==> src/logic/wtx_pkg.sv <==
package wtx_pkg;
  // ----------------------------------------
  // Bus address and widths
  // ----------------------------------------
  localparam logic [6:0] I2C_DEV_ADDR = 7'h61;
  localparam int ADDR_W = 16;
  localparam int TX_BYTES = 10;
  localparam int RX_BYTES = 8;

  // ----------------------------------------
  // Register offsets
  // ----------------------------------------
  localparam logic [15:0] ADDR_STATE = 16'h06E0;
  localparam logic [15:0] ADDR_STATUS = 16'h06E1;
  localparam logic [15:0] ADDR_AMPS_LO = 16'h06E2;
  localparam logic [15:0] ADDR_AMPS_HI = 16'h06E3;
  localparam logic [15:0] ADDR_VOLTS_LO = 16'h06E4;
  localparam logic [15:0] ADDR_VOLTS_HI = 16'h06E5;
  localparam logic [15:0] ADDR_TEMP_LO = 16'h06E8;
  localparam logic [15:0] ADDR_TEMP_HI = 16'h06E9;
  localparam logic [15:0] ADDR_PERIOD_LO = 16'h06EA;
  localparam logic [15:0] ADDR_PERIOD_HI = 16'h06EB;
  localparam logic [15:0] ADDR_DUTY_LO = 16'h06EC;
  localparam logic [15:0] ADDR_DUTY_HI = 16'h06ED;
  localparam logic [15:0] ADDR_TOPOLOGY = 16'h06EE;
  localparam logic [15:0] ADDR_CMD = 16'h0800;
  localparam logic [15:0] ADDR_RX_STATUS = 16'h0801;
  localparam logic [15:0] ADDR_INT_CLEAR = 16'h0803;
  localparam logic [15:0] ADDR_TX_DATA = 16'h0805;
  localparam logic [15:0] ADDR_RX_HEADER = 16'h080F;
  localparam logic [15:0] ADDR_RX_DATA = 16'h0810;

  // ----------------------------------------
  // Field positions and reset values
  // ----------------------------------------
  localparam int CMD_TRIG_BIT = 0;
  localparam int CMD_REP_LSB = 1;
  localparam int CMD_LEN_LSB = 3;
  localparam logic [7:0] CMD_WR_MASK = 8'h7F;
  localparam logic [3:0] LEN_CODE_MAX = 4'h4;
  localparam logic [7:0] REG_RESET = 8'h00;
  localparam logic [7:0] RX_HDR_FULL = 8'h84;
  localparam logic [3:0] RX_HDR_NIB = 4'h8;
  localparam logic [7:0] UNMAPPED_READ = 8'h00;

  // ----------------------------------------
  // Charge sequence and fault codes
  // ----------------------------------------
  localparam logic [7:0] ST_STARTUP = 8'h00;
  localparam logic [7:0] ST_IDLE = 8'h01;
  localparam logic [7:0] ST_ANALOG_PING = 8'h02;
  localparam logic [7:0] ST_DIGITAL_PING = 8'h04;
  localparam logic [7:0] ST_IDENT = 8'h05;
  localparam logic [7:0] ST_CONFIG = 8'h07;
  localparam logic [7:0] ST_PT_INIT = 8'h08;
  localparam logic [7:0] ST_PT = 8'h09;
  localparam logic [7:0] ST_REMOVE = 8'h0B;
  localparam logic [7:0] ST_RESTART = 8'h0C;
  localparam logic [7:0] ST_NEGOTIATE = 8'h0D;
  localparam logic [7:0] FC_NORMAL = 8'h00;
  localparam logic [7:0] FC_STRAY_METAL_ALARM = 8'h01;
  localparam logic [7:0] FC_STOP_COMPLETE = 8'h02;
  localparam logic [7:0] FC_STOP_NO_RESPONSE = 8'h04;
  localparam logic [7:0] FC_STOP_INTERNAL = 8'h05;
  localparam logic [7:0] FC_OVER_TEMP = 8'h06;
  localparam logic [7:0] FC_OVER_CURRENT = 8'h07;
  localparam logic [7:0] FC_STOP_RX_FAULT = 8'h09;
  localparam logic [7:0] FC_NEGOTIATE_FAIL = 8'h0A;
endpackage

==> src/logic/wtx_reg_bank.sv <==
`timescale 1ns/1ps
// Contract
// - Answer on the two-wire bus at device address 0x61.
// - State byte reports charge sequence position; resets to zero.
// - Status byte reports fault condition code; resets to zero.
// - Coil current in mA, 16-bit read-only, low byte at lower address.
// - Coil voltage in mV, 16-bit read-only, low byte first.
// - Thermistor ADC code, 16-bit read-only, low byte first.
// - Bridge period count, 16-bit read-only, low byte first.
// - Bridge duty count, 16-bit read-only, low byte first.
// - Topology byte: zero half bridge, one full bridge.
// - Command bits 6:3 pick payload length 2 to 10 bytes; reset 0000.
// - Device clears the trigger bit once the data has been sent.
// - Received-data flag sets on new incoming data; resets to zero.
// - Writing one to interrupt-clear bit releases interrupt; bit self-clears.
// - Incoming header codes byte count: 18..78 hex, 84 hex for eight or more.
// - Eight received payload bytes readable from 0x0810.
module wtx_reg_bank (
  input wire logic sys_clk,
  input wire logic rst,
  input wire logic ce,
  input wire logic scl_i,
  input wire logic sda_i,
  output logic sda_o,
  output logic sda_oe,
  output logic int_n,
  input wire logic [7:0] seq_state,
  input wire logic [7:0] fault_code,
  input wire logic [15:0] winding_amps,
  input wire logic [15:0] winding_volts,
  input wire logic [15:0] remote_temp_code,
  input wire logic [15:0] bridge_period_count,
  input wire logic [15:0] bridge_duty_count,
  input wire logic full_bridge,
  input wire logic link_tx_ready,
  output logic link_tx_valid,
  output logic [7:0] link_tx_data,
  output logic link_tx_last,
  input wire logic link_rx_valid,
  input wire logic [7:0] link_rx_data,
  input wire logic link_rx_last
);
  import wtx_pkg::*;

  logic [15:0] ptr;
  logic [1:0] wr_idx;
  logic [7:0] state_q, fault_q, topo_q;
  logic [15:0] amps_q, volts_q, temp_q, period_q, duty_q;
  logic [6:0] cmd_q;
  logic rx_flag, int_clear_bit;
  logic [7:0] rx_header;
  logic [3:0] rx_cnt;
  logic [7:0] tx_buf [TX_BYTES];
  logic [7:0] rx_buf [RX_BYTES];
  logic [TX_BYTES*8-1:0] tx_flat;
  logic [7:0] rd_byte;
  logic bus_start, wr_stb, rd_adv, send_done;
  logic [7:0] wr_data;

  // ----------------------------------------
  // Bus slave
  // ----------------------------------------
  wtx_i2c_slave u_slave (
    .sys_clk(sys_clk),
    .rst(rst),
    .ce(ce),
    .dev_addr(I2C_DEV_ADDR),
    .scl_i(scl_i),
    .sda_i(sda_i),
    .sda_o(sda_o),
    .sda_oe(sda_oe),
    .bus_start(bus_start),
    .wr_stb(wr_stb),
    .wr_data(wr_data),
    .rd_data(rd_byte),
    .rd_adv(rd_adv)
  );

  // ----------------------------------------
  // Write decode
  // ----------------------------------------
  wire reg_wr = wr_stb & (wr_idx == 2'd2);
  wire wr_cmd = reg_wr & (ptr == ADDR_CMD);
  wire wr_rx_status = reg_wr & (ptr == ADDR_RX_STATUS);
  wire wr_int_clear = reg_wr & (ptr == ADDR_INT_CLEAR);
  wire trig = cmd_q[CMD_TRIG_BIT];
  wire send_start = wr_cmd & wr_data[CMD_TRIG_BIT] & ~trig;
  wire [3:0] next_len_code = wr_data[CMD_LEN_LSB +: 4];
  wire [1:0] next_rep_code = wr_data[CMD_REP_LSB +: 2];
  wire rx_done = link_rx_valid & link_rx_last;
  wire [3:0] rx_total = (rx_cnt < 4'(RX_BYTES)) ? rx_cnt + 4'h1 : rx_cnt;
  wire [7:0] next_rx_header = (rx_total == 4'(RX_BYTES)) ? RX_HDR_FULL
                              : {rx_total, RX_HDR_NIB};

  // ----------------------------------------
  // Address pointer
  // ----------------------------------------
  always_ff @(posedge sys_clk or posedge rst) begin
    if (rst) begin
      ptr <= 16'h0000;
      wr_idx <= 2'd0;
    end else if (ce) begin
      if (bus_start) begin
        wr_idx <= 2'd0;
      end else if (wr_stb) begin
        if (wr_idx == 2'd0) begin
          ptr[15:8] <= wr_data;
          wr_idx <= 2'd1;
        end else if (wr_idx == 2'd1) begin
          ptr[7:0] <= wr_data;
          wr_idx <= 2'd2;
        end else begin
          ptr <= ptr + 16'h0001;
        end
      end else if (rd_adv) begin
        ptr <= ptr + 16'h0001;
      end
    end
  end

  // ----------------------------------------
  // Telemetry capture
  // ----------------------------------------
  always_ff @(posedge sys_clk or posedge rst) begin
    if (rst) begin
      state_q <= REG_RESET;
      fault_q <= REG_RESET;
      topo_q <= REG_RESET;
      amps_q <= 16'h0000;
      volts_q <= 16'h0000;
      temp_q <= 16'h0000;
      period_q <= 16'h0000;
      duty_q <= 16'h0000;
    end else if (ce) begin
      state_q <= seq_state;
      fault_q <= fault_code;
      topo_q <= {7'h00, full_bridge};
      amps_q <= winding_amps;
      volts_q <= winding_volts;
      temp_q <= remote_temp_code;
      period_q <= bridge_period_count;
      duty_q <= bridge_duty_count;
    end
  end

  // ----------------------------------------
  // Command register
  // ----------------------------------------
  always_ff @(posedge sys_clk or posedge rst) begin
    if (rst) begin
      cmd_q <= 7'h00;
    end else if (ce) begin
      if (wr_cmd) begin
        cmd_q <= wr_data[6:0] & CMD_WR_MASK[6:0];
      end else if (send_done) begin
        cmd_q[CMD_TRIG_BIT] <= 1'b0;
      end
    end
  end

  // ----------------------------------------
  // Received-data flag, set wins over a write
  // ----------------------------------------
  always_ff @(posedge sys_clk or posedge rst) begin
    if (rst) begin
      rx_flag <= 1'b0;
    end else if (ce) begin
      if (rx_done) begin
        rx_flag <= 1'b1;
      end else if (wr_rx_status) begin
        rx_flag <= wr_data[0];
      end
    end
  end

  // ----------------------------------------
  // Interrupt and its self-clearing bit
  // ----------------------------------------
  always_ff @(posedge sys_clk or posedge rst) begin
    if (rst) begin
      int_clear_bit <= 1'b0;
      int_n <= 1'b1;
    end else if (ce) begin
      int_clear_bit <= wr_int_clear & wr_data[0];
      if (rx_done) begin
        int_n <= 1'b0;
      end else if (int_clear_bit) begin
        int_n <= 1'b1;
      end
    end
  end

  // ----------------------------------------
  // Payload buffers
  // ----------------------------------------
  generate
    for (genvar i = 0; i < TX_BYTES; i++) begin : g_tx
      always_ff @(posedge sys_clk or posedge rst) begin
        if (rst) begin
          tx_buf[i] <= REG_RESET;
        end else if (ce && reg_wr && ptr == ADDR_TX_DATA + 16'(i)) begin
          tx_buf[i] <= wr_data;
        end
      end
      assign tx_flat[i*8 +: 8] = tx_buf[i];
    end
    for (genvar j = 0; j < RX_BYTES; j++) begin : g_rx
      always_ff @(posedge sys_clk or posedge rst) begin
        if (rst) begin
          rx_buf[j] <= REG_RESET;
        end else if (ce && link_rx_valid && rx_cnt == 4'(j)) begin
          rx_buf[j] <= link_rx_data;
        end
      end
    end
  endgenerate

  always_ff @(posedge sys_clk or posedge rst) begin
    if (rst) begin
      rx_cnt <= 4'h0;
      rx_header <= REG_RESET;
    end else if (ce && link_rx_valid) begin
      if (link_rx_last) begin
        rx_cnt <= 4'h0;
        rx_header <= next_rx_header;
      end else begin
        rx_cnt <= rx_total;
      end
    end
  end

  // ----------------------------------------
  // Outgoing sequencer
  // ----------------------------------------
  wtx_link_tx #(.NBYTES(TX_BYTES)) u_tx (
    .sys_clk(sys_clk),
    .rst(rst),
    .ce(ce),
    .start(send_start),
    .len_code(next_len_code),
    .rep_code(next_rep_code),
    .payload(tx_flat),
    .tx_ready(link_tx_ready),
    .tx_valid(link_tx_valid),
    .tx_data(link_tx_data),
    .tx_last(link_tx_last),
    .done(send_done)
  );

  // ----------------------------------------
  // Read mux
  // ----------------------------------------
  wire [15:0] tx_off = ptr - ADDR_TX_DATA;
  wire [15:0] rx_off = ptr - ADDR_RX_DATA;

  always_comb begin
    if (ptr == ADDR_STATE) begin
      rd_byte = state_q;
    end else if (ptr == ADDR_STATUS) begin
      rd_byte = fault_q;
    end else if (ptr == ADDR_AMPS_LO) begin
      rd_byte = amps_q[7:0];
    end else if (ptr == ADDR_AMPS_HI) begin
      rd_byte = amps_q[15:8];
    end else if (ptr == ADDR_VOLTS_LO) begin
      rd_byte = volts_q[7:0];
    end else if (ptr == ADDR_VOLTS_HI) begin
      rd_byte = volts_q[15:8];
    end else if (ptr == ADDR_TEMP_LO) begin
      rd_byte = temp_q[7:0];
    end else if (ptr == ADDR_TEMP_HI) begin
      rd_byte = temp_q[15:8];
    end else if (ptr == ADDR_PERIOD_LO) begin
      rd_byte = period_q[7:0];
    end else if (ptr == ADDR_PERIOD_HI) begin
      rd_byte = period_q[15:8];
    end else if (ptr == ADDR_DUTY_LO) begin
      rd_byte = duty_q[7:0];
    end else if (ptr == ADDR_DUTY_HI) begin
      rd_byte = duty_q[15:8];
    end else if (ptr == ADDR_TOPOLOGY) begin
      rd_byte = topo_q;
    end else if (ptr == ADDR_CMD) begin
      rd_byte = {1'b0, cmd_q};
    end else if (ptr == ADDR_RX_STATUS) begin
      rd_byte = {7'h00, rx_flag};
    end else if (ptr == ADDR_INT_CLEAR) begin
      rd_byte = {7'h00, int_clear_bit};
    end else if (tx_off < 16'(TX_BYTES)) begin
      rd_byte = tx_buf[tx_off[3:0]];
    end else if (ptr == ADDR_RX_HEADER) begin
      rd_byte = rx_header;
    end else if (rx_off < 16'(RX_BYTES)) begin
      rd_byte = rx_buf[rx_off[2:0]];
    end else begin
      rd_byte = UNMAPPED_READ;
    end
  end
endmodule

==> src/logic/wtx_i2c_slave.sv <==
`timescale 1ns/1ps
module wtx_i2c_slave (
  input wire logic sys_clk,
  input wire logic rst,
  input wire logic ce,
  input wire logic [6:0] dev_addr,
  input wire logic scl_i,
  input wire logic sda_i,
  output logic sda_o,
  output logic sda_oe,
  output logic bus_start,
  output logic wr_stb,
  output logic [7:0] wr_data,
  input wire logic [7:0] rd_data,
  output logic rd_adv
);
  import wtx_pkg::*;

  typedef enum logic [2:0] {
    WI_IDLE, WI_DEV, WI_DEV_ACK, WI_WR, WI_WR_ACK, WI_RD, WI_RD_ACK
  } wi_state_e;

  wi_state_e state;
  logic scl_q, sda_q;
  logic [7:0] rx_sh, tx_sh;
  logic [3:0] cnt;
  logic is_read, master_ack;

  // ----------------------------------------
  // Line events
  // ----------------------------------------
  wire scl_rise = scl_i & ~scl_q;
  wire scl_fall = ~scl_i & scl_q;
  wire start_ev = scl_i & scl_q & sda_q & ~sda_i;
  wire stop_ev = scl_i & scl_q & ~sda_q & sda_i;
  wire addr_hit = (rx_sh[7:1] == dev_addr);

  assign sda_o = 1'b0;
  assign sda_oe = (state == WI_DEV_ACK) | (state == WI_WR_ACK) | ((state == WI_RD) & ~tx_sh[7]);

  // ----------------------------------------
  // Byte engine
  // ----------------------------------------
  always_ff @(posedge sys_clk or posedge rst) begin
    if (rst) begin
      state <= WI_IDLE;
      scl_q <= 1'b1;
      sda_q <= 1'b1;
      rx_sh <= REG_RESET;
      tx_sh <= 8'hFF;
      cnt <= 4'h0;
      is_read <= 1'b0;
      master_ack <= 1'b0;
      bus_start <= 1'b0;
      wr_stb <= 1'b0;
      wr_data <= REG_RESET;
      rd_adv <= 1'b0;
    end else if (ce) begin
      scl_q <= scl_i;
      sda_q <= sda_i;
      bus_start <= 1'b0;
      wr_stb <= 1'b0;
      rd_adv <= 1'b0;
      if (start_ev) begin
        state <= WI_DEV;
        cnt <= 4'h0;
        bus_start <= 1'b1;
      end else if (stop_ev) begin
        state <= WI_IDLE;
      end else if (scl_rise) begin
        if (state == WI_DEV || state == WI_WR) begin
          rx_sh <= {rx_sh[6:0], sda_i};
          cnt <= cnt + 4'h1;
        end else if (state == WI_RD_ACK) begin
          master_ack <= ~sda_i;
        end
      end else if (scl_fall) begin
        case (state)
          WI_DEV: begin
            if (cnt == 4'h8) begin
              is_read <= rx_sh[0];
              state <= addr_hit ? WI_DEV_ACK : WI_IDLE;
            end
          end
          WI_DEV_ACK: begin
            cnt <= 4'h0;
            if (is_read) begin
              tx_sh <= rd_data;
              rd_adv <= 1'b1;
              state <= WI_RD;
            end else begin
              state <= WI_WR;
            end
          end
          WI_WR: begin
            if (cnt == 4'h8) begin
              wr_stb <= 1'b1;
              wr_data <= rx_sh;
              state <= WI_WR_ACK;
            end
          end
          WI_WR_ACK: begin
            cnt <= 4'h0;
            state <= WI_WR;
          end
          WI_RD: begin
            if (cnt == 4'h7) begin
              tx_sh <= 8'hFF;
              state <= WI_RD_ACK;
            end else begin
              tx_sh <= {tx_sh[6:0], 1'b1};
              cnt <= cnt + 4'h1;
            end
          end
          WI_RD_ACK: begin
            cnt <= 4'h0;
            if (master_ack) begin
              tx_sh <= rd_data;
              rd_adv <= 1'b1;
              state <= WI_RD;
            end else begin
              state <= WI_IDLE;
            end
          end
          default: state <= WI_IDLE;
        endcase
      end
    end
  end
endmodule

==> src/logic/wtx_link_tx.sv <==
`timescale 1ns/1ps
module wtx_link_tx #(
  parameter int NBYTES = 10
) (
  input wire logic sys_clk,
  input wire logic rst,
  input wire logic ce,
  input wire logic start,
  input wire logic [3:0] len_code,
  input wire logic [1:0] rep_code,
  input wire logic [NBYTES*8-1:0] payload,
  input wire logic tx_ready,
  output logic tx_valid,
  output logic [7:0] tx_data,
  output logic tx_last,
  output logic done
);
  import wtx_pkg::*;

  typedef enum logic {WT_IDLE, WT_SEND} wt_state_e;

  wt_state_e state;
  logic [3:0] idx, last_idx;
  logic [1:0] reps_left;

  // ----------------------------------------
  // Length decode
  // ----------------------------------------
  wire [3:0] len_clamp = (len_code > LEN_CODE_MAX) ? LEN_CODE_MAX : len_code;
  wire [3:0] next_last_idx = {len_clamp[2:0], 1'b1};

  assign tx_valid = (state == WT_SEND);
  assign tx_data = payload[idx*8 +: 8];
  assign tx_last = tx_valid & (idx == last_idx);

  // ----------------------------------------
  // Sequencer
  // ----------------------------------------
  always_ff @(posedge sys_clk or posedge rst) begin
    if (rst) begin
      state <= WT_IDLE;
      idx <= 4'h0;
      last_idx <= 4'h1;
      reps_left <= 2'b00;
      done <= 1'b0;
    end else if (ce) begin
      done <= 1'b0;
      case (state)
        WT_IDLE: begin
          if (start) begin
            idx <= 4'h0;
            last_idx <= next_last_idx;
            reps_left <= rep_code;
            state <= WT_SEND;
          end
        end
        WT_SEND: begin
          if (tx_ready) begin
            if (idx == last_idx) begin
              idx <= 4'h0;
              if (reps_left == 2'b00) begin
                done <= 1'b1;
                state <= WT_IDLE;
              end else begin
                reps_left <= reps_left - 2'b01;
              end
            end else begin
              idx <= idx + 4'h1;
            end
          end
        end
        default: state <= WT_IDLE;
      endcase
    end
  end
endmodule

==> config.mk <==
export PLATFORM = sky130hd
export DESIGN_NAME = wtx_reg_bank
export DESIGN_NICKNAME = d
export VERILOG_FILES = /design/src/logic/wtx_pkg.sv /design/src/logic/wtx_reg_bank.sv /design/src/logic/wtx_i2c_slave.sv /design/src/logic/wtx_link_tx.sv
export SDC_FILE = /design/constraint.sdc
export NUM_CORES = 1
export LEC_CHECK = 0
export BUFFER_PORTS_ARGS = -buffer_cell sky130_fd_sc_hd__clkbuf_2
export CELL_PAD_IN_SITES_DETAIL_PLACEMENT = 2
export CELL_PAD_IN_SITES_GLOBAL_PLACEMENT = 2
export CORE_MARGIN = 4
export CORE_UTILIZATION = 40
export CTS_BUF_LIST = sky130_fd_sc_hd__clkbuf_4 sky130_fd_sc_hd__clkbuf_8
export CTS_CLUSTER_SIZE = 20
export DETAILED_ROUTE_END_ITERATION = 8
export PLACE_DENSITY = 0.75
export RECOVER_POWER = 50
export SYNTH_ARGS = -nofsm -noshare
export SYNTH_HDL_FRONTEND = slang
export SYNTH_SLANG_ARGS = --single-unit
==> constraint.sdc <==
create_clock -name sys_clk -period 20.7 [get_ports sys_clk]
set_input_delay 0 -clock sys_clk [delete_from_list [all_inputs] [get_ports sys_clk]]
set_output_delay 0 -clock sys_clk [all_outputs]
set_load 0.01 [all_outputs]
[Yosys cells after proc, flatten, opt, wreduce, memory -nomap -nowiden]
Index checks and enable logic that the tools add are counted.
Storage, ports and cells
  output and inout port bits: 13
  bits in latches: 0
  bits of input ports: 113
  memories: 0
  bits in writable memories: 0
  logic and storage cells: 314
  flip-flop bits (word level): 330
  memory bits (read-only): 0
Operators by class
  $add $sub $neg: 7
  bitwise gates (word level): 33
  shift-type cells: 1
  $mul: 0
  div/mod/pow operators: 0
  order comparisons: 6
  eq/ne operators: 62
  reductions and logical operators: 53
  multiplexer cells: 99
Operators with widths (number)
  8-bit 2-to-1 mux: 31
  16-bit by 12-bit equality test with 1-bit output, second input constant: 14
  16-bit by 11-bit equality test with 1-bit output, second input constant: 13
  80-bit by 8-bit variable part select with 8-bit output: 1
  4-bit 2-to-1 mux: 11
  8-bit binary-select mux with 4-bit select: 1
  16-bit by 4-bit < comparator with 1-bit output, second input constant: 2
  16-bit 2-to-1 mux: 2
  16-bit by 12-bit subtractor with 16-bit output, second input constant: 2
  3-bit 2-to-1 mux: 10
  1-bit 2-to-1 mux: 27
  8-bit binary-select mux with 3-bit select: 1
  8-bit case mux with 3 select lines: 1
  4-bit by 3-bit equality test with 1-bit output, second input constant: 5
  1-bit logical AND: 20
  2-bit 2-to-1 mux: 9
  3-bit case mux with 6 select lines: 1
  6-bit AND reduction: 3
  1-bit AND: 17
  16-bit by 1-bit adder with 16-bit output, second input constant: 1
  4-bit by 2-bit != test with 1-bit output, second input constant: 4
  4-bit case mux with 2 select lines: 2
  7-bit AND reduction: 2
  4-bit by 1-bit adder with 4-bit output, second input constant: 3
  other kinds (36): 78

[Longest topological paths before layout]
Gate-level depths: netlist (run 1).
  depth in word-level cells: 26
  mapped depth: 15
  gate-level depth less buffers: 10

[Modules after synthesis]
From an unflattened synthesis (run 1), not the netlist that was laid out.
Second synthesis, totals
  cell total of the unflattened synthesis: 1488
  area total of the unflattened synthesis: 17311.6 um^2
Modules (own cells, without submodules)
  wtx_reg_bank: sequential area each 6982.9 um^2, area an instance 13942.1 um^2, instances 1, cells an instance 1151
  wtx_i2c_slave: sequential area each 963.4 um^2, area an instance 1984.4 um^2, instances 1, cells an instance 192
  wtx_link_tx: sequential area each 275.3 um^2, area an instance 1385.1 um^2, instances 1, cells an instance 145

[Worst setup path before layout (run 1)]
No wires, ideal clock.
  path kind: reg2reg
  start point: reg ptr[0]
  end point: reg u_slave.tx_sh[0]
  stages on the path, launching flop included: 15
  period minus slack after synthesis: 3.992 ns
  arrival time: 3.903 ns
  path buffers: 6
  data required time: 20.611 ns
  path slack: 16.708 ns
  library setup time: 0.089 ns
  cells stage by stage: dfrtp_1 > buf_2 > buf_2 > buf_2 > buf_2 > inv_1 > ha_1 > buf_1 > clkbuf_1 > mux4_2 > mux2_2 > nand2_1 > o31ai_1 > a2111oi_1 > nor3_1
Between the ends
  word-level cells in the longest chain between the ends: 26
  elaborated cells between the ends (all ways): 51
  those cells by class: add/sub: 2; order compare: 2; eq/ne: 17; mux: 28; bitwise: 2
Ends and longest elaborated chain
  start, declared: RTL line wtx_reg_bank.sv:45  | logic [15:0] ptr;
  start signal, assigned: RTL line wtx_reg_bank.sv:110  | ptr[7:0] <= wr_data;
  start signal, assigned: RTL line wtx_reg_bank.sv:113  | ptr <= ptr + 16'h0001;
  start signal, assigned: RTL line wtx_reg_bank.sv:116  | ptr <= ptr + 16'h0001;
  parallel branches: the longest is 23 deep, another holds 16-bit by 12-bit subtractor with 16-bit output
  8-bit 2-to-1 mux (*): RTL line wtx_reg_bank.sv:257  | if (ptr == ADDR_STATE) begin
  8-bit 2-to-1 mux (on tied branches): RTL line wtx_i2c_slave.sv:117, wtx_i2c_slave.sv:87
  8-bit case mux with 3 select lines (*): RTL line wtx_i2c_slave.sv:78  | case (state)
  end signal, assigned: RTL line wtx_i2c_slave.sv:88  | tx_sh <= rd_data;
  end signal, assigned: RTL line wtx_i2c_slave.sv:111  | tx_sh <= {tx_sh[6:0], 1'b1};
  end signal, assigned: RTL line wtx_i2c_slave.sv:118  | tx_sh <= rd_data;
  end, declared: RTL line wtx_i2c_slave.sv:25  | logic [7:0] rx_sh, tx_sh;
Mark *: on every way between the ends. The select of a mux whose other input is x is not followed.
A chain may end at the register's enable or synchronous reset.

==> flow_metrics.tcl, run 1 <==
set metrics [dict create \
    setup_viol_count_final 0 \
    violations "max-capacitance violations, max-slew violations" \
    numPortBuffers 124 \
    post-route-min-period_ns 7.247 \
    vias_per_cell 6.048 \
    finalClockSkew_ns 0.04206 \
    antenna_cells 0 \
    synthDistinctLibCells 75 \
    clock_sink_count 328 \
    cts_max_path_buffers 3 \
    maxSlewHeadroom_pct -237.5 \
    grt_pass1_vias 15680 \
    antenna_found_initial 2 \
    crit_end "rx_buf[15]" \
    tightest_slew_ns 5.035 \
    num-fill-cells 4102 \
    worstSetupStartpointType "primary input" \
    maxCapViolCount 5 \
    run_status "finished with violations" \
    synth_sequential_area_ratio_pct 48.71 \
    final_core_occ_pct 49.63 \
    grt_overflow 0 \
    routed_wire_length_per_instance_um 28.46 \
    power_leakage_nw 9.088 \
    cts_setup_buffers 0 \
    total_vias_in_the_final_route 13870 \
    top_level_ports 126 \
    route.final.wire_length_um 65290 \
    startpoint "rst" \
    maxClockFrequency_ghz 0.1380 \
    die_w_um 213.4 \
    biggest_fanout_along_the_worst_timing_path 107 \
    peakVddDrop_uv 62.47 \
    syn_inst 1477 \
    synth-async-reset-ratio_pct 100.0 \
    std_cell_rows 74 \
    synth_nets 1603 \
    timing.hold.ws_ns 0.08952 \
    worstReg2RegEnd "u_tx.reps_left[1]" \
    yosys_warnings 0 \
    cts_tree "done" \
    required_ns 20.39 \
    timing.critical_path.to_type "asynchronous set/reset pin" \
    placeableCoreArea_um2 41290 \
    largest_net_degree_at_the_start_of_global_routing 108 \
    cellPowerDensity_nw_per_um2 97.09 \
    synth.avg_cell_area_um2 11.43 \
    worst-r2r-cell-count 8 \
    synth_ff_type "dfrtp_1" \
    cts-htree-levels 2 \
    insertion_delay_ns 0.68 \
    gp_congestion 0.8656 \
    dp_hpwl_um 39970 \
    numCtsBuffers 57 \
    dieHeight_um 213.4 \
    final_layout_size_suffix_gt1_share_pct 31.44 \
    final_count_of_hold_timing_violations 0 \
    setup_slack_of_the_worst_register_to_register_path_ns 17.10 \
    origin_of_the_critical_flop_to_flop_path "ptr[11]" \
    drv_slew 405 \
    period_share_pct 35.01 \
    drtIter0Drc 959 \
    final_setup_tns_ns 0 \
    drc 0 \
    synth_edf_count 0 \
    groute.usage.overall_pct 28.71 \
    grt_first_pass_wirelength_um 98890 \
    router_iterations_before_antenna_repair 5 \
    start_util_pct 40.88 \
    path_class "in -> async" \
    grt_setup_unrepaired "false" \
    cts_root_buf "clkbuf_8" \
    final_nets 1841 \
    path_clk_slew_ns 0.07 \
    worstPathArrival_ns 6.94 \
    worst_hold_path_type "in -> reg" \
    ant_nets 0 \
    syn_area_um2 16880 \
    ys_ff_latch 328 \
    areaGrowthSynthToFinish_pct 21.41 \
    floorplan.die_area_um2 45550 \
]
## sequential cells by signal (all words and copies together), names as in the netlist, 6 cells and up
name,count
duty_q,16
amps_q,16
u_slave.tx_sh,8
rx_header,6
fault_q,8
state_q,8
rx_buf,64
volts_q,16
temp_q,16
cmd_q,7
tx_buf,80
u_slave.wr_data,8
u_slave.rx_sh,8
ptr,16
period_q,16
## cell type report
cell class                      count  area, um^2  area share (%)
Tap cell                          532       665.6           3.248
Sequential cell                   328        8223           40.12
Clock buffer                       96        1240           6.050
Inverter                           32       121.4          0.5922
Timing Repair Buffer              261        1931           9.421
Multi-Input combinational cell   1035        8210           40.06
Clock inverter                     10       102.6          0.5006
## power by group
part / total (mW) / internal, mW / switching, mW
Clock: 0.707 / 0.401 / 0.306
Combinational: 0.481 / 0.204 / 0.277
Sequential: 0.802 / 0.726 / 0.0757
## cell usage after synthesis, drive strengths merged, types with 3 or more instances
| library cell | instances | area (um^2) |
|---|---|---|
| mux4 | 48 | 1081 |
| a21boi | 3 | 22.52 |
| clkbuf | 60 | 225.2 |
| nor3 | 31 | 155.2 |
| a31oi | 7 | 43.79 |
| mux2i | 36 | 360.4 |
| nand3 | 55 | 275.3 |
| xnor2 | 5 | 43.79 |
| a21o | 6 | 45.04 |
| dfstp | 11 | 289.0 |
| a211oi | 7 | 52.55 |
| xor2 | 5 | 43.79 |
| ha | 13 | 162.7 |
| o211ai | 12 | 95.09 |
| a22oi | 6 | 45.04 |
| o31ai | 6 | 45.04 |
| nand4 | 15 | 100.1 |
| inv | 32 | 120.1 |
| mux2 | 255 | 2872 |
| or2 | 4 | 25.02 |
| o41ai | 3 | 26.28 |
| buf | 22 | 102.6 |
| nor4 | 7 | 50.05 |
| or4 | 6 | 45.04 |
| and3 | 14 | 88.84 |
| a221oi | 7 | 61.31 |
| nor3b | 3 | 22.52 |
| nor2 | 80 | 300.3 |
| and4 | 3 | 26.28 |
| or3 | 4 | 25.02 |
| and2 | 5 | 31.28 |
| nand3b | 6 | 57.56 |
| o221ai | 10 | 87.58 |
| o21ai | 90 | 454.2 |
| a211o | 3 | 26.28 |
| nand2 | 136 | 510.5 |
| dfrtp | 317 | 7933 |
| a221o | 3 | 30.03 |
| o22ai | 25 | 156.4 |
| nand2b | 5 | 31.28 |
| nor2b | 9 | 56.30 |
| a21oi | 72 | 364.1 |
## through the flow
| stage | power, mW | setup WS [ns] | std cells | area, um^2 |
|---|---|---|---|---|
| global placement | 1.234 | 17.31 | 2068 | 17980 |
| floorplan | 1.097 | 11.64 | 1477 | 16880 |
| CTS | 1.978 | 17.19 | 2294 | 20520 |
| detailed placement | 1.258 | 17.21 | 2068 | 17980 |
| global route | 2.086 | 12.00 | 2294 | 20490 |
| finish | 1.990 | 13.45 | 2294 | 20490 |
## cell usage in the layout (no fill, tap or decap), types with 14 or more instances in the layout
master,instances
nand3_1,55
mux4_2,48
o22ai_1,25
mux2i_1,36
inv_1,31
dfrtp_1,316
clkbuf_8,83
a21oi_1,71
dlygate4sd3_1,120
nand4_1,14
nor2_1,80
nand2_1,136
o21ai_0,84
clkbuf_2,121
mux2_2,242
nor3_1,31
## routing by layer
| layer | vias up | routed length, um | global-route usage (%) |
|---|---|---|---|
| met5 | - | 13 | 0 |
| met4 | 2 | 2749 | 11.98 |
| met3 | 159 | 3119 | 4.609 |
| met2 | 444 | 33230 | 50.55 |
| met1 | 7302 | 26180 | 35.21 |
| li1 | 5967 | - | - |
## logic make-up (layout without fill, tap and decap cells)
logic type,count (synthesis),in the layout,synth area share [%]
AOI/OAI and AO/OA,281,281,10.39
xor gates and xnor gates,10,10,0.5188
adders and majority gates,13,13,0.9636
buffers and inverters,114,399,2.654
DFF,328,328,48.71
muxes,339,339,25.55
other,1,1,0.02222
and+or+nand+nor,391,391,11.19
## timing repair
action,in CTS,in global routing
endpoints found under the hold margin,294,0
resized for setup,0,0
hold buffers,120,0
setup endpoints to repair,0,0
## worst min-delay path by stage
stage,start,end,slack [ns],depth (start not counted)
CTS,bridge_duty_count[12],duty_q[12],0.06,3
floorplan,sda_i,u_slave.master_ack,0.1,1
global route,winding_volts[5],volts_q[5],0.10,3
detailed placement,rst,rx_buf[45],0.23,2
finish,winding_volts[5],volts_q[5],0.09,3
global placement,rst,tx_buf[45],0.22,2
## critical path, stage by stage
cell           delay [ns]
dlygate4sd3_1        0.53
clkbuf_2             0.11
clkinvlp_2           2.75
clkbuf_1             3.35
Power figures use the tool's default switching activity.
==> run 2, diff against run 1 <==
==> constraint.sdc (replaced) <==
create_clock -name sys_clk -period 7.4 [get_ports sys_clk]
set_input_delay 0 -clock sys_clk [delete_from_list [all_inputs] [get_ports sys_clk]]
set_output_delay 0 -clock sys_clk [all_outputs]
set_load 0.01 [all_outputs]
==> flow_metrics.tcl, run 2 (synthesis gave the netlist of run 1 again) <==
set metrics [dict create \
    grt_overflow 0 \
    antenna_cells 0 \
    setup_slack_after_layout_ns 2.416 \
    std_cell_rows 74 \
    dp_hpwl_um 39120 \
    worstReg2RegEnd "u_slave.tx_sh[2]" \
    final-instance-count-excl-fill 2296 \
    violations "max-capacitance violations, max-slew violations" \
    most_frequent_cells_in_the_layout "dfrtp_1 (316), mux2_2 (239), nand2_1 (136)" \
    run_status "finished with violations" \
    drtIter0Drc 1093 \
    groute.usage.overall_pct 27.79 \
    worstPathArrival_ns 5.56 \
    power_leakage_nw 9.082 \
    period_share_pct 67.35 \
    numPortBuffers 124 \
    routed_wire_length_per_instance_um 27.45 \
    timing.critical_path.to_type "register" \
    top_flop_regs "tx_buf x80, rx_buf x64" \
    gp_congestion 0.8533 \
    worst_hold_path_type "in -> reg" \
    final_setup_tns_ns 0 \
    setup_slack_of_the_worst_register_to_register_path_ns 3.62 \
    vias_per_cell 5.973 \
    final_layout_size_suffix_gt1_share_pct 31.52 \
    top_level_ports 126 \
    tightest_slew_ns 4.092 \
    insertion_delay_ns 0.67 \
    numCtsBuffers 57 \
    cts_root_buf "clkbuf_8" \
    dieHeight_um 213.4 \
    whs_path_depth 3 \
    cts_setup_buffers 0 \
    antenna_found_initial 1 \
    clock_sink_count 328 \
    path_clk_slew_ns 0.08 \
    biggest_fanout_along_the_worst_timing_path 67 \
    setup_viol_count_final 0 \
    cts-htree-levels 2 \
    router_iterations_before_antenna_repair 7 \
    grt_setup_unrepaired "false" \
    worst-r2r-cell-count 11 \
    maxCapViolCount 2 \
    final_count_of_hold_timing_violations 0 \
    finalClockSkew_ns 0.04629 \
    path_class "in -> reg" \
    areaGrowthSynthToFinish_pct 21.23 \
    drc 0 \
    ant_nets 0 \
    cts_max_path_buffers 3 \
    post-route-min-period_ns 4.984 \
    placed_cells 2069 \
    largest_net_degree_at_the_start_of_global_routing 177 \
    start_util_pct 40.88 \
    required_ns 7.97 \
    hold_sp "winding_volts[13]" \
    largest_register_ff_count 80 \
    route.final.wire_length_um 63030 \
    grt_first_pass_wirelength_um 96990 \
    cts.repair.resized 0 \
    drv_slew 221 \
    cts_tree "done" \
    origin_of_the_critical_flop_to_flop_path "ptr[1]" \
    maxSlewHeadroom_pct -172.8 \
    peakVddDrop_uv 199.3 \
    cellPowerDensity_nw_per_um2 266.8 \
    startpoint "ce" \
    die_w_um 213.4 \
    cts.hold.buffers_added 120 \
    place_ws_ns 3.646 \
    grt_pass1_vias 15440 \
    final_nets 1842 \
    timing.hold.ws_ns 0.1057 \
    floorplan.die_area_um2 45550 \
    placeableCoreArea_um2 41290 \
    top_register "tx_buf" \
    worst_hold_path.endpoint "volts_q[13]" \
    layout.cells.most_common "dfrtp_1" \
    worstSetupStartpointType "primary input" \
    total_vias_in_the_final_route 13720 \
    maxClockFrequency_ghz 0.2006 \
]
run 2: changes by cell type in the layout (fill, tap and decap cells not counted), sizes merged:
cell and change:
clkinv -1, clkinvlp +1, clkbuf -2, buf +4
run 2: where the power goes:
group | leakage [nW] | internal [mW] | total [mW] | switching [mW]
Sequential | 4.21 | 2.03 | 2.23 | 0.203
Combinational | 4.19 | 0.569 | 1.34 | 0.767
Clock | 0.682 | 1.06 | 1.89 | 0.826
run 2: worst max-delay path, stage by stage:
cell and delay [ns]:
dlygate4sd3_1 0.55, buf_4 0.24, clkbuf_1 2.62, o211ai_1 0.53, nor2_1 1.04, o21ai_0 0.19
nor2b_1 0.19, a21oi_1 0.14
run 2: how the worst max path moves through the flow:
| stage | endpoint | slack [ns] | cells after the start |
|---|---|---|---|
| floorplan | amps_q[0] | 3.03 | 1 |
| global placement | u_slave.tx_sh[2] | 3.78 | 11 |
| detailed placement | u_slave.tx_sh[2] | 3.65 | 11 |
| CTS | u_slave.tx_sh[2] | 3.61 | 11 |
| global route | ptr[2] | 1.90 | 8 |
| finish | ptr[2] | 2.42 | 8 |
run 2: stage by stage:
step | area, um^2 | power, mW | utilization [%]
6_report | 20460 | 5.460 | 49.55
5_1_grt | 20460 | 5.738 | 49.55
4_1_cts | 20480 | 5.456 | 49.61
3_5_place_dp | 18010 | 3.511 | 43.60
3_3_place_gp | 18010 | 3.446 | 43.60
2_1_floorplan | 16880 | 3.069 | -
run 2: final cells by class:
| type | instances | area (um^2) |
|---|---|---|
| clock inverters | 10 | 105.1 |
| flip-flops and latches | 328 | 8223 |
| fillers | 4087 | 20830 |
| repair buffers | 262 | 1963 |
| multi-input cells | 1035 | 8210 |
| clock buffers | 97 | 1172 |
| inverters | 32 | 123.9 |
| well taps | 532 | 665.6 |
run 2: per-layer routing:
| metal | track usage (%) | wire [um] | vias up |
|---|---|---|---|
| li1 | - | - | 5979 |
| met1 | 35.73 | 26020 | 7191 |
| met2 | 47.89 | 31920 | 414 |
| met3 | 4.492 | 3023 | 131 |
| met4 | 9.799 | 2070 | 0 |
| met5 | 0 | 0 | - |
==> run 3, diff against run 2 <==
--- a/config.mk
+++ b/config.mk
@@ -5,15 +5,16 @@
 export SDC_FILE = /design/constraint.sdc
 export NUM_CORES = 1
 export LEC_CHECK = 0
+export ABC_AREA = 1
 export BUFFER_PORTS_ARGS = -buffer_cell sky130_fd_sc_hd__clkbuf_2
 export CELL_PAD_IN_SITES_DETAIL_PLACEMENT = 2
 export CELL_PAD_IN_SITES_GLOBAL_PLACEMENT = 2
 export CORE_MARGIN = 4
-export CORE_UTILIZATION = 40
+export CORE_UTILIZATION = 37
 export CTS_BUF_LIST = sky130_fd_sc_hd__clkbuf_4 sky130_fd_sc_hd__clkbuf_8
 export CTS_CLUSTER_SIZE = 20
 export DETAILED_ROUTE_END_ITERATION = 8
-export PLACE_DENSITY = 0.75
+export PLACE_DENSITY = 0.8
 export RECOVER_POWER = 50
 export SYNTH_ARGS = -nofsm -noshare
 export SYNTH_HDL_FRONTEND = slang
==> constraint.sdc (replaced) <==
create_clock -name sys_clk -period 4.9 [get_ports sys_clk]
set_input_delay 0 -clock sys_clk [delete_from_list [all_inputs] [get_ports sys_clk]]
set_output_delay 0 -clock sys_clk [all_outputs]
set_load 0.01 [all_outputs]
==> flow_metrics.tcl, run 3 <==
set metrics [dict create \
    run_status "finished with violations" \
    violations "max-capacitance violations, max-slew violations" \
    required_ns 5.46 \
    dp_hpwl_um 47950 \
    total_vias_in_the_final_route 18290 \
    routed_wire_length_per_instance_um 26.12 \
    synth_ff_type "dfrtp_1" \
    critical-path-max-stage-delay_ns 0.71 \
    synth_top_cell_area_share_pct 45.71 \
    final_count_of_hold_timing_violations 0 \
    yosys_warnings 0 \
    power_leakage_nw 9.999 \
    cp_top_family "simple AND/OR/NAND/NOR gates" \
    biggest_fanout_along_the_worst_timing_path 14 \
    place_ws_ns 0.8055 \
    floorplan.die_area_um2 50430 \
    worstSetupStartpointType "register" \
    worstReg2RegEnd "u_slave.tx_sh[4]" \
    wl_met2_um 43030 \
    setup_viol_count_final 0 \
    clock_sink_count 328 \
    placement.cell_area_um2 18530 \
    areaGrowthSynthToFinish_pct 21.77 \
    synth_sequential_area_ratio_pct 47.38 \
    grt_setup_unrepaired "false" \
    route.final.wire_length_um 84980 \
    top_level_ports 126 \
    timing.critical_path.to_type "register" \
    synth.avg_cell_area_um2 7.378 \
    synth_largest_area_cell "dfrtp_1" \
    drv_slew 337 \
    std_cell_rows 79 \
    crit_path_frequent_cell "nand2_1" \
    wl_met1_um 33540 \
    layout.cells.most_common "nand2_1" \
    num-fill-cells 5304 \
    post-synth-top-count-cell "nand2_1" \
    grt_first_pass_wirelength_um 127200 \
    worst_hold_path.endpoint "duty_q[12]" \
    setup_slack_after_layout_ns 0.4263 \
    top_flop_regs "tx_buf x80, rx_buf x64" \
    most_frequent_cells_in_the_layout "nand2_1 (746), o21ai_0 (398), dfrtp_1 (316)" \
    largest_register_ff_count 80 \
    syn_area_um2 17350 \
    post-route-min-period_ns 4.474 \
    cpMaxStageDelayCell "dfrtp_1" \
    combined_area_of_the_multi_input_logic_cells_um2 7731 \
    gp_congestion 0.9500 \
    numPortBuffers 124 \
    dieHeight_um 224.6 \
    numCtsBuffers 61 \
    synth_nets 2478 \
    synthDistinctLibCells 53 \
    cts_max_path_buffers 3 \
    whs_path_depth 4 \
    insertion_delay_ns 0.69 \
    final_nets 2727 \
    synth_edf_count 0 \
    ant_nets 0 \
    highest_metal_used "met5" \
    drc 0 \
    path_clk_slew_ns 0.07 \
    most_numerous_cell_types_in_the_synthesized_netlist "nand2_1 (746), o21ai_0 (398), dfrtp_1 (317)" \
    hold_sp "bridge_duty_count[12]" \
    cts-htree-levels 2 \
    final_core_occ_pct 45.49 \
    syn_inst 2352 \
    die_w_um 224.6 \
    ys_ff_latch 328 \
    worstPathArrival_ns 5.04 \
    finalClockSkew_ns 0.04529 \
    post_synth_main_area_contributors "dfrtp_1 (46%), nand2_1 (16%), o21ai_0 (11%)" \
    top_register "tx_buf" \
    start_util_pct 37.36 \
    vias_per_cell 5.622 \
    peakVddDrop_uv 292.1 \
    cts_tree "done" \
    grt_pass1_vias 20670 \
    maxCapViolCount 3 \
    maxClockFrequency_ghz 0.2235 \
    maxSlewHeadroom_pct -118.9 \
    router_iterations_before_antenna_repair 5 \
    cellPowerDensity_nw_per_um2 468.5 \
    cts.repair.resized 0 \
    largest_net_degree_at_the_start_of_global_routing 123 \
    crit_buf_inv 3 \
    placeableCoreArea_um2 46460 \
    setup_slack_of_the_worst_register_to_register_path_ns 0.43 \
    cts_root_buf "clkbuf_8" \
    groute.usage.overall_pct 32.72 \
    drtIter0Drc 1200 \
    worst_hold_path_type "in -> reg" \
    grt_overflow 0 \
    period_share_pct 91.30 \
    final_setup_tns_ns 0 \
    synth-async-reset-ratio_pct 100.0 \
    post-route-cell-area_um2 21130 \
    wl_met3_um 3579 \
    tightest_slew_ns 3.284 \
    worst-r2r-cell-count 33 \
    antenna_found_initial 5 \
    final_layout_size_suffix_gt1_share_pct 11.25 \
    origin_of_the_critical_flop_to_flop_path "ptr[1]" \
    path_class "reg -> reg" \
    seq_area_um2 8223 \
]
## run 3: area by class of cell
class / count / share of cell area, %
diodes: 5 / 0.05921
clock buffers: 100 / 5.832
clock inverters: 3 / 0.07105
inverters: 263 / 4.677
multi-input cells: 1661 / 36.58
flip-flops and latches: 328 / 38.91
well taps: 607 / 3.594
repair buffers: 286 / 10.27
## run 3: kinds of logic (layout without fill, tap and decap cells)
kind of cell | count (synthesis) | in the layout | share of synthesized area (%)
other cells | 1 | 6 | 0.02161
buf+inv | 363 | 652 | 8.061
mux | 7 | 7 | 0.4110
xor+xnor | 18 | 18 | 0.9084
fa+ha+maj | 13 | 13 | 0.9373
flops | 328 | 328 | 47.38
compound gates | 544 | 544 | 16.81
simple gates | 1078 | 1078 | 25.47
## run 3: layer usage
layer,global-route usage (%),up-vias
met2,58.35,543
met4,16.19,2
met1,37.95,9397
met3,5.769,246
li1,-,8099
met5,0,-
## run 3: through the flow
stage,hold WS (ns),cells,power (mW)
after floorplan,0.1078,2352,5.526
after global placement,-0.05035,3006,6.592
after detailed placement,-0.04570,3006,6.730
after CTS,0.04439,3248,9.672
after global routing,0.1129,3252,10.46
final,0.09436,3253,9.902
## run 3: where the power goes
part           leakage (nW)  switching, mW  internal (mW)  total [mW]
Clock                 0.671           1.34           1.57        2.90
Sequential             4.23          0.423           3.15        3.57
Combinational          5.10           2.42           1.01        3.42
## run 3: worst max-delay path by stage
stage / from / endpoint / slack [ns] / cells past startpoint
2_1_floorplan: rst / amps_q[0] / 0.53 / 1
3_3_place_gp: ptr[1] / u_slave.tx_sh[5] / 1.00 / 29
3_5_place_dp: ptr[1] / u_slave.tx_sh[5] / 0.81 / 29
4_1_cts: ptr[1] / u_slave.tx_sh[5] / 0.81 / 29
5_1_grt: ptr[1] / u_slave.tx_sh[4] / 0.04 / 33
6_report: ptr[1] / u_slave.tx_sh[4] / 0.43 / 33
## run 3: timing repair
action	in CTS	in global routing
endpoints found under the hold margin	410	0
hold buffers	139	0
setup buffers	0	0
## run 3: worst reg2reg max path, delay by kind of cell (launching register included)
| family | cells | cell delay (ns) |
|---|---|---|
| buffers and inverters | 3 | 0.75 |
| flip-flops | 1 | 0.71 |
| AND/OR/NAND/NOR | 29 | 2.75 |
| adder cells (fa/ha/maj) | 1 | 0.19 |
